`src/pdt_pkg.sv`:
```
/*
 package for the prescaled down timer: register offsets, field layout,
 reset values. assumes a 32-bit apb slave with one word per register.
*/
// Operation
// - the count is a 16-bit register that software reads and writes.
// - the count steps down once per prescaler pass below zero, no more.
// - a count underflow or reset reloads the period; only the underflow raises the irq.
// - a 16-bit period register sets the period and the reload value.
// - a 4-bit divide-down field sets the prescale ratio, reset 0000.
// - 4-bit prescale count reloads divide-down on underflow or reset.
// - reload bit 1 loads count from period, prescale from divide-down.
// - counting halts while the stop bit is set; stop resets to 0.
// - each count underflow sets the timer irq flag in the flag register.
package pdt_pkg;
    localparam int unsigned pdt_aw = 4;
    localparam logic [pdt_aw-1:0] pdt_off_control = 4'h0;
    localparam logic [pdt_aw-1:0] pdt_off_count = 4'h4;
    localparam logic [pdt_aw-1:0] pdt_off_period = 4'h8;
    localparam logic [pdt_aw-1:0] pdt_off_flags = 4'hc;
    localparam int unsigned pdt_cw = 16;
    localparam int unsigned pdt_pw = 4;
    localparam int unsigned pdt_lane_w = 8;
    localparam int unsigned pdt_lanes = pdt_cw / pdt_lane_w;
    // control and flag register layout, reset values
    localparam int unsigned pdt_ddf_lsb = 0;
    localparam int unsigned pdt_stop_pos = 4;
    localparam int unsigned pdt_reload_pos = 5;
    localparam int unsigned pdt_psc_lsb = 6;
    localparam int unsigned pdt_flag_pos = 0;
    localparam logic [pdt_pw-1:0] pdt_ddf_rst = 4'h0;
    localparam logic [pdt_cw-1:0] pdt_period_rst = 16'hffff;
    localparam logic [pdt_cw-1:0] pdt_count_rst = 16'hffff;
endpackage : pdt_pkg

```
`src/pdt_down_counter.sv`:
```
/*
 down counter with reload: steps on an enable, flags underflow.
 assumes load and step come from the same clock domain.
*/
module pdt_down_counter #(
    parameter int unsigned width = 4,
    parameter logic [width-1:0] reset_value = '1
) (
    input wire logic pclk,
    input wire logic presetn,
    input wire logic load,
    input wire logic [width-1:0] load_value,
    input wire logic step,
    output logic [width-1:0] count,
    output logic underflow
);
    logic [width-1:0] count_q;
    logic [width-1:0] count_d;
    wire logic at_zero = (count_q == '0);
    assign underflow = step && at_zero && !load;
    assign count_d = load ? load_value :
                     underflow ? load_value : count_q - 1'b1;
    assign count = count_q;
    // reset value is a parameter so the async branch stays constant
    always_ff @(posedge pclk or negedge presetn) begin
        if (!presetn) begin
            count_q <= reset_value;
        end else if (load || step) begin
            count_q <= count_d;
        end
    end
endmodule : pdt_down_counter

```
`src/pdt_timer.sv`:
```
/*
 prescaled down timer with apb register access.
 assumes a single pclk domain; the irq flag is cleared by writing 1.
*/
module pdt_timer
    import pdt_pkg::*;
(
    input wire logic pclk,
    input wire logic presetn,
    input wire logic psel,
    input wire logic penable,
    input wire logic pwrite,
    input wire logic [pdt_pkg::pdt_aw-1:0] paddr,
    input wire logic [31:0] pwdata,
    input wire logic [3:0] pstrb,
    output logic [31:0] prdata,
    output logic pready,
    output logic pslverr,
    output logic timer_irq_pulse,
    output logic timer_irq_flag
);
    logic [pdt_pw-1:0] ddf_q;
    logic stop_q;
    logic [pdt_cw-1:0] period_q;
    logic flag_q;
    logic [31:0] prdata_q;
    logic [pdt_pw-1:0] prescale_count;
    logic [pdt_cw-1:0] cnt;
    logic psc_uf;
    logic cnt_uf;

    wire logic acc = psel && penable;
    wire logic wr = acc && pwrite;
    wire logic sel_ctl = (paddr == pdt_off_control);
    wire logic sel_cnt = (paddr == pdt_off_count);
    wire logic sel_prd = (paddr == pdt_off_period);
    wire logic sel_flg = (paddr == pdt_off_flags);
    wire logic mapped = sel_ctl || sel_cnt || sel_prd || sel_flg;
    wire logic [pdt_lanes-1:0] lane_en = pstrb[pdt_lanes-1:0];
    wire logic lo_en = lane_en[0];
    wire logic wr_ctl = wr && sel_ctl && lo_en;
    // reload bit is self-clearing: acts on the write, reads back 0
    wire logic reload = wr_ctl && pwdata[pdt_reload_pos];
    // a reload in the same write takes the divide-down being written
    wire logic [pdt_pw-1:0] ddf_next = wr_ctl ?
        pwdata[pdt_ddf_lsb +: pdt_pw] : ddf_q;
    wire logic wr_cnt = wr && sel_cnt && (|lane_en);
    wire logic wr_prd = wr && sel_prd;
    wire logic run = !stop_q;
    logic [pdt_cw-1:0] cnt_wval;

    // per byte lane: a partial write keeps the other lane
    for (genvar i = 0; i < pdt_lanes; i++) begin : g_lane
        localparam int unsigned lsb = i * pdt_lane_w;
        logic [pdt_lane_w-1:0] prd_lane_q;
        assign cnt_wval[lsb +: pdt_lane_w] = lane_en[i] ?
            pwdata[lsb +: pdt_lane_w] : cnt[lsb +: pdt_lane_w];
        always_ff @(posedge pclk or negedge presetn) begin
            if (!presetn) begin
                prd_lane_q <= pdt_period_rst[lsb +: pdt_lane_w];
            end else if (wr_prd && lane_en[i]) begin
                prd_lane_q <= pwdata[lsb +: pdt_lane_w];
            end
        end
        assign period_q[lsb +: pdt_lane_w] = prd_lane_q;
    end

    assign pready = 1'b1;
    assign pslverr = acc && !mapped;
    assign prdata = prdata_q;
    assign timer_irq_flag = flag_q;
    assign timer_irq_pulse = cnt_uf;

    // prescaler, steps each clock while running
    pdt_down_counter #(
        .width(pdt_pw),
        .reset_value(pdt_ddf_rst)
    ) u_psc (
        .pclk(pclk),
        .presetn(presetn),
        .load(reload),
        .load_value(ddf_next),
        .step(run),
        .count(prescale_count),
        .underflow(psc_uf)
    );

    // main counter; software write of the count wins over a step
    // reset count equals the period reset: a reset reloads the period
    pdt_down_counter #(
        .width(pdt_cw),
        .reset_value(pdt_period_rst)
    ) u_cnt (
        .pclk(pclk),
        .presetn(presetn),
        .load(reload || wr_cnt),
        .load_value(wr_cnt ? cnt_wval : period_q),
        .step(psc_uf),
        .count(cnt),
        .underflow(cnt_uf)
    );

    always_ff @(posedge pclk or negedge presetn) begin
        if (!presetn) begin
            ddf_q <= pdt_ddf_rst;
            stop_q <= 1'b0;
        end else if (wr_ctl) begin
            ddf_q <= pwdata[pdt_ddf_lsb +: pdt_pw];
            stop_q <= pwdata[pdt_stop_pos];
        end
    end

    // set beats write-one-to-clear
    wire logic flag_clr = wr && sel_flg && lo_en && pwdata[pdt_flag_pos];
    always_ff @(posedge pclk or negedge presetn) begin
        if (!presetn) begin
            flag_q <= 1'b0;
        end else if (cnt_uf) begin
            flag_q <= 1'b1;
        end else if (flag_clr) begin
            flag_q <= 1'b0;
        end
    end

    wire logic [31:0] ctl_view = {16'h0000, 6'h00, prescale_count, 1'b0, stop_q, ddf_q};
    wire logic [31:0] rd_mux = sel_ctl ? ctl_view :
                               sel_cnt ? {16'h0000, cnt} :
                               sel_prd ? {16'h0000, period_q} :
                               sel_flg ? {31'h0, flag_q} : 32'h0;
    // registered read data, captured during setup so it is valid in access
    always_ff @(posedge pclk or negedge presetn) begin
        if (!presetn) begin
            prdata_q <= 32'h0;
        end else if (psel && !penable && !pwrite) begin
            prdata_q <= rd_mux;
        end
    end
endmodule : pdt_timer

```
`config.mk`:
```
export PLATFORM = sky130hd
export DESIGN_NAME = pdt_timer
export DESIGN_NICKNAME = d
export VERILOG_FILES = /design/src/pdt_pkg.sv /design/src/pdt_down_counter.sv /design/src/pdt_timer.sv
export SDC_FILE = /design/constraint.sdc
export NUM_CORES = 1
export LEC_CHECK = 0
export ABC_AREA = 1
export BUFFER_PORTS_ARGS = -buffer_cell sky130_fd_sc_hd__buf_2
export CAP_MARGIN = 20
export CORE_UTILIZATION = 55
export DETAILED_ROUTE_END_ITERATION = 10
export GPL_TIMING_DRIVEN = 0
export HOLD_SLACK_MARGIN = 0.06
export PLACE_DENSITY = 0.8
export SYNTH_ARGS = -nofsm -noshare
export SYNTH_HDL_FRONTEND = slang
export SYNTH_HIERARCHICAL = 1
export SYNTH_SLANG_ARGS = --single-unit
```
`constraint.sdc`:
```
create_clock -name pclk -period 4.7 [get_ports pclk]
set_input_delay 0.235 -clock pclk [delete_from_list [all_inputs] [get_ports pclk]]
set_output_delay 0.235 -clock pclk [all_outputs]
set_load 0.05 [all_outputs]
```
Yosys cells after proc, flatten, opt, wreduce, memory -nomap -nowiden

Cells that the tools add are included.

$add $sub $neg: 2
Equality and inequality tests: 3
Mux-type cells: 14
Reductions and logical operators: 37

Operators by type and width:

| kind                    | number |
|---|---|
| $mux W16                | 6 |
| $logic_and A1 B1 Y1     | 20 |
| $logic_not A16 Y1       | 1 |
| $mux W8                 | 2 |
| $sub A16 B1 Y16 const B | 1 |
| $mux W4                 | 3 |
| $eq A4 B4 Y1 const B    | 2 |
| $logic_not A4 Y1        | 2 |
| $logic_not A1 Y1        | 6 |
| $logic_or A1 B1 Y1      | 6 |
| $eq A4 B3 Y1 const B    | 1 |
| $sub A4 B1 Y4 const B   | 1 |
| $mux W1                 | 3 |
| $reduce_bool A2 Y1      | 1 |
| $reduce_or A2 Y1        | 1 |

Register bits after elaboration: 74
Word-level logic and storage cells: 64

Longest topological paths before layout

Depth in word-level cells: 11
Depth in mapped cells: 15
Gate-level depth less buffers: 14

Cells and area by module

Netlist, hierarchy kept.

Modules (own cells, without submodules):

| module                    | times used | cells each | area each (µm²) | seq. area each (µm²) |
|---|---|---|---|---|
| pdt_timer                 | 1          | 379        | 2534.9          | 970.9 |
| pdt_down_counter at u_cnt | 1          | 209        | 1311.3          | 420.4 |
| pdt_down_counter at u_psc | 1          | 47         | 317.8           | 100.1 |

Worst setup path after synthesis

OpenSTA, ideal clock, no wires.

Path type: input port to flip-flop
Start: in pstrb[0]
End: reg flag_q (netlist: timer_irq_flag)
Setup time: 0.068 ns
Data arrival time: 2.288 ns
Data required time: 4.632 ns
Path slack: 2.345 ns
Stages: 13
Cell sequence: buf_2 > nand4_1 > nor2_1 > buf_4 > nand2_1 > inv_1 > nor2_1 > nand2_1 > nor2_1 > nand3_1 > nor2_1 > inv_1 > nand2_1

Longest elaborated chain between the ends: 7
Elaborated cells between the ends (all ways): 14
Classes of those cells: mux: 1; reduce/logical: 13

RTL lines:

| what                                                 | line                   | source |
|---|---|---|
| start: declaration                                   | pdt_timer.sv:15        | `input wire logic [3:0] pstrb,` |
| $logic_and A1 B1 Y1 (*)                              | pdt_timer.sv:41        | `wire logic wr_ctl = wr && sel_ctl && lo_en;` |
| $logic_and A1 B1 Y1 (*)                              | pdt_timer.sv:43        | `wire logic reload = wr_ctl && pwdata[pdt_reload_pos];` |
| named net reload                                     | pdt_timer.sv:43        |  |
| $logic_not A1 Y1 (*)                                 | pdt_down_counter.sv:20 | `assign underflow = step && at_zero && !load;` |
| $logic_and A1 B1 Y1 (*)                              | pdt_down_counter.sv:20 |  |
| named net psc_uf                                     | pdt_timer.sv:29        | `logic psc_uf;` |
| $logic_and A1 B1 Y1 (*) (2 in a row)                 | pdt_down_counter.sv:20 |  |
| named net timer_irq_pulse                            | pdt_timer.sv:19        | `output logic timer_irq_pulse,` |
| $mux W1 / $reduce_bool A2 Y1 (equally long branches) | n/a                    |  |
| end signal: assignment                               | pdt_timer.sv:117       | `flag_q <= 1'b0;` |
| end signal: assignment                               | pdt_timer.sv:119       | `flag_q <= 1'b1;` |
| end signal: assignment                               | pdt_timer.sv:121       | `flag_q <= 1'b0;` |
| end: declaration                                     | pdt_timer.sv:25        | `logic flag_q;` |

The timed path passes the listed nets; every way through them passes the cells marked *.
A chain may end at the register's enable or synchronous reset.

Worst setup path in the final report

Start: reg u_psc.count_q[0] (netlist: u_psc/count[0])
End: out timer_irq_pulse

Longest elaborated chain between the ends: 5

RTL lines:

| what                             | line                   | source |
|---|---|---|
| start: declaration               | pdt_down_counter.sv:17 | `logic [width-1:0] count_q;` |
| start signal: assignment         | pdt_down_counter.sv:27 | `count_q <= reset_value;` |
| start signal: assignment         | pdt_down_counter.sv:29 | `count_q <= count_d;` |
| $logic_not A4 Y1                 | pdt_down_counter.sv:19 | `wire logic at_zero = (count_q == '0);` |
| $logic_and A1 B1 Y1 (2 in a row) | pdt_down_counter.sv:20 |  |
| named net psc_uf                 | pdt_timer.sv:29        |  |
| $logic_and A1 B1 Y1 (2 in a row) | pdt_down_counter.sv:20 |  |
| end: declaration                 | pdt_timer.sv:19        |  |

The timed path passes the listed nets, and every way through them passes these cells.

==> flow_results.xml <==
<?xml version="1.0" encoding="UTF-8"?>
<metrics>
  <group name="critical_path">
    <metric name="crit_required" unit="ns">4.47</metric>
    <metric name="start_kind" unit="">register</metric>
    <metric name="critical_path.reg2reg.endpoint" unit="">u_cnt/count[5]</metric>
    <metric name="cp-end-kind" unit="">primary output</metric>
    <metric name="timing.reg2reg.worst_path_depth" unit="">14</metric>
    <metric name="highest_fanout_seen_on_the_critical_path" unit="">4</metric>
    <metric name="arrival" unit="ns">2.64</metric>
    <metric name="critPathKind" unit="">register to primary output</metric>
    <metric name="rr_startpoint" unit="">u_psc/count[0]</metric>
    <metric name="rrSetupSlack" unit="ns">2.43</metric>
  </group>
  <group name="layout">
    <metric name="fin_nets" unit="">754</metric>
    <metric name="area_delta_synth_final" unit="%">14.3</metric>
    <metric name="antennaDiodeCount" unit="">0</metric>
    <metric name="layout_common_cells" unit="">sky130_fd_sc_hd__nand2_1, sky130_fd_sc_hd__nand3_1, sky130_fd_sc_hd__inv_1</metric>
    <metric name="finalInstanceArea" unit="um2">4760</metric>
    <metric name="fillers" unit="">692</metric>
    <metric name="layout.cells.most_common" unit="">sky130_fd_sc_hd__nand2_1</metric>
    <metric name="layout-drive-gt1-share" unit="%">22.2</metric>
  </group>
  <group name="timing">
    <metric name="skew" unit="ns">0.00839</metric>
    <metric name="fmax" unit="GHz">0.348</metric>
    <metric name="setup_repair_after_global_routing_missed_its_margin" unit="">false</metric>
    <metric name="hold_ws" unit="ns">0.112</metric>
    <metric name="setup_total_negative_slack" unit="ns">0</metric>
    <metric name="layout_worst_path_cycle_share" unit="%">61.2</metric>
    <metric name="final-max-slew-violation-count" unit="">0</metric>
    <metric name="final_hold_viol_count" unit="">0</metric>
    <metric name="worst_slew_margin_rel" unit="%">56.8</metric>
    <metric name="worst-slew-pin-transition" unit="ns">0.648</metric>
    <metric name="report.final.setup_viol" unit="">0</metric>
    <metric name="post-route-min-period" unit="ns">2.88</metric>
    <metric name="worst_slack" unit="ns">1.82</metric>
  </group>
  <group name="clock_tree">
    <metric name="cts-htree-levels" unit="">3</metric>
    <metric name="ctsResizeCount" unit="">0</metric>
    <metric name="clk_pin_slew" unit="ns">0.07</metric>
    <metric name="clock-root-buffer" unit="">sky130_fd_sc_hd__clkbuf_8</metric>
    <metric name="clk_latency" unit="ns">0.34</metric>
    <metric name="clkSinkCount" unit="">58</metric>
    <metric name="cts_max_path_buffers" unit="">2</metric>
    <metric name="cts-buffers-inserted" unit="">9</metric>
    <metric name="cts_tree" unit="">built</metric>
    <metric name="cts_post_setup_buffers_inserted" unit="">0</metric>
  </group>
  <group name="global_routing">
    <metric name="grt_antenna_before_repair" unit="">0</metric>
    <metric name="overflow" unit="">0</metric>
    <metric name="number_of_global_route_vias_before_repair" unit="">3785</metric>
    <metric name="grt_first_pass_wirelength" unit="um">17500</metric>
    <metric name="grt_start_max_net_pins" unit="">34</metric>
    <metric name="grt_usage" unit="%">29.3</metric>
  </group>
  <group name="power_and_ir_drop">
    <metric name="cellLeakagePower" unit="uW">0.00255</metric>
    <metric name="powerDensity" unit="nW/um2">392</metric>
    <metric name="power.ir.vdd_worst" unit="mV">0.351</metric>
    <metric name="post_layout_power" unit="uW">1870</metric>
  </group>
  <group name="route">
    <metric name="drt_drc_violations_left" unit="">0</metric>
    <metric name="detail_route.first_pass.iterations" unit="">5</metric>
    <metric name="postRouteWirelength" unit="um">10700</metric>
    <metric name="drt_iter0_markers" unit="">394</metric>
    <metric name="avgViaCountPerCell" unit="">5.16</metric>
    <metric name="detailroute.via_count" unit="">4178</metric>
    <metric name="drt.antenna.violating_nets" unit="">0</metric>
    <metric name="avgRoutedWirePerCell" unit="um">13.2</metric>
  </group>
  <group name="placed_design">
    <metric name="globalplace.congestion" unit="">0.931</metric>
    <metric name="post_detail_place_hpwl" unit="um">8220</metric>
    <metric name="preCtsSetupSlack" unit="ns">2.01</metric>
    <metric name="io_buffers" unit="">43</metric>
    <metric name="place_area" unit="um2">4580</metric>
  </group>
  <group name="hold_path">
    <metric name="worst_hold_path_type" unit="">input port to register</metric>
    <metric name="hold-path-cell-count" unit="">3</metric>
    <metric name="worstHoldStart" unit="">pwdata[3]</metric>
    <metric name="worstHoldEndpoint" unit="">g_lane[0].prd_lane_q[3]</metric>
  </group>
  <group name="synth">
    <metric name="postSynth.asyncResetShare" unit="%">100</metric>
    <metric name="number_of_enable_type_register_cells_in_the_synthesized_netlist" unit="">0</metric>
    <metric name="postSynth.topFlopCell" unit="">sky130_fd_sc_hd__dfstp_2</metric>
    <metric name="synth.yosys.warnings" unit="">6</metric>
    <metric name="synthesis.instances" unit="">635</metric>
    <metric name="cell_area_after_synthesis" unit="um2">4160</metric>
    <metric name="synth.avg_cell_area" unit="um2">6.56</metric>
    <metric name="ys_seq_elements" unit="">58</metric>
    <metric name="post_synth_num_cell_types" unit="">34</metric>
    <metric name="synth_seq_area_share" unit="%">35.8</metric>
  </group>
  <group name="die">
    <metric name="fp.dieArea" unit="um2">7920</metric>
    <metric name="core_area" unit="um2">7290</metric>
    <metric name="placement_rows" unit="">31</metric>
    <metric name="num_io_pins" unit="">81</metric>
    <metric name="floorplan.die.width" unit="um">89.0</metric>
    <metric name="die_h" unit="um">89.0</metric>
    <metric name="initial_core_util" unit="%">57.1</metric>
  </group>
  <group name="flow_run">
    <metric name="max_cap_viol_count" unit="">0</metric>
  </group>
  <group name="status">
    <metric name="outcome" unit="">finished, final reports clean</metric>
  </group>
</metrics>
-- layout make-up --
type / instances / area [um2] / area share, %
Tap cell: 99 / 124 / 2.60
Sequential cell: 58 / 1490 / 31.3
Buffer: 35 / 241 / 5.07
Clock inverter: 5 / 30.0 / 0.631
Clock buffer: 11 / 141 / 2.97
Inverter: 70 / 265 / 5.57
Timing Repair Buffer: 45 / 245 / 5.15
Multi-Input combinational cell: 487 / 2220 / 46.7
-- where the power goes --
part | switching, uW | leakage [uW] | internal [uW] | total, uW
combinational | 411 | 0.00181 | 229 | 640
clock | 208 | 0.0000851 | 203 | 411
sequential | 158 | 0.000664 | 658 | 815
total | 777 | 0.00255 | 1090 | 1870
-- critical path: stages (launching register included) --
cell	delay, ns
sky130_fd_sc_hd__dfrtp_1	0.43
sky130_fd_sc_hd__inv_1	0.13
sky130_fd_sc_hd__ha_1	0.16
sky130_fd_sc_hd__nand2_1	0.04
sky130_fd_sc_hd__inv_1	0.06
sky130_fd_sc_hd__nand2_2	0.09
sky130_fd_sc_hd__nor2_1	0.27
sky130_fd_sc_hd__nand2_1	0.12
sky130_fd_sc_hd__nor2_1	0.23
sky130_fd_sc_hd__nand3_1	0.12
sky130_fd_sc_hd__nor2_1	0.32
sky130_fd_sc_hd__buf_2	0.34
-- state kept, by name (all words and copies together), names as in the netlist --
register / cells
u_cnt/count: 16
ddf_q: 4
prdata: 16
timer_irq_flag: 1
g_lane.prd_lane_q: 16
stop_q: 1
u_psc/count: 4
-- synth_stat cells, types with 2 or more instances --
| master | number | share of area, % |
|---|---|---|
| sky130_fd_sc_hd__clkinv_1 | 2 | 0.18 |
| sky130_fd_sc_hd__nor2_2 | 8 | 1.2 |
| sky130_fd_sc_hd__o21ai_0 | 25 | 3.0 |
| sky130_fd_sc_hd__nand2_1 | 276 | 25 |
| sky130_fd_sc_hd__xnor2_1 | 4 | 0.84 |
| sky130_fd_sc_hd__o21bai_1 | 4 | 0.72 |
| sky130_fd_sc_hd__nor2_4 | 7 | 1.9 |
| sky130_fd_sc_hd__nand2_2 | 5 | 0.75 |
| sky130_fd_sc_hd__buf_2 | 9 | 1.1 |
| sky130_fd_sc_hd__ha_1 | 3 | 0.90 |
| sky130_fd_sc_hd__nor2_1 | 32 | 2.9 |
| sky130_fd_sc_hd__xor2_1 | 2 | 0.42 |
| sky130_fd_sc_hd__nand4_1 | 2 | 0.30 |
| sky130_fd_sc_hd__buf_4 | 20 | 3.6 |
| sky130_fd_sc_hd__clkbuf_1 | 4 | 0.36 |
| sky130_fd_sc_hd__dfstp_2 | 32 | 20 |
| sky130_fd_sc_hd__nand3_1 | 88 | 11 |
| sky130_fd_sc_hd__conb_1 | 2 | 0.18 |
| sky130_fd_sc_hd__dfrtp_1 | 26 | 16 |
| sky130_fd_sc_hd__inv_1 | 62 | 5.6 |
| sky130_fd_sc_hd__inv_2 | 5 | 0.45 |
| sky130_fd_sc_hd__nand3_4 | 2 | 0.84 |
| sky130_fd_sc_hd__nand2_4 | 4 | 1.1 |
-- through the flow --
step	std cells	utilization [%]
floorplan	650	-
global placement	792	62.5
detailed placement	793	62.8
CTS	810	65.3
global route	810	65.3
finish	810	65.3
-- worst max path at each step --
stage | startpoint | endpoint | slack [ns]
after global placement | pstrb[0] | timer_irq_pulse | 2.07
final | u_psc/count[0] | timer_irq_pulse | 1.82
after detailed placement | paddr[3] | u_cnt/count[4] | 2.01
after CTS | u_psc/count[0] | timer_irq_pulse | 1.84
after floorplan | pstrb[0] | timer_irq_flag | 2.34
after global routing | u_psc/count[0] | timer_irq_pulse | 1.59
-- routing by layer --
layer | vias up | wire length [um] | track usage (%)
met5 | - | 0 | 0
met4 | 0 | 404 | 16.5
met3 | 34 | 680 | 6.00
met2 | 158 | 5090 | 46.9
met1 | 1905 | 4500 | 37.3
li1 | 2081 | - | -
-- logic make-up (layout without fill, tap and decap cells) --
family          Yosys count  after routing  share of synthesized area [%]
simple gates            429            429                           45.5
buf+inv                 105            166                           12.2
flops                    58             58                           35.8
compound gates           32             32                           4.18
xor+xnor                  6              6                           1.26
fa+ha+maj                 3              3                          0.902
other cells               2             17                          0.180
-- repair_timing --
item,in CTS,in global routing
setup endpoints to repair,0,0
hold endpoints to repair,9,0
hold buffers,1,0
No activity file was read; power rests on OpenSTA's default activity.
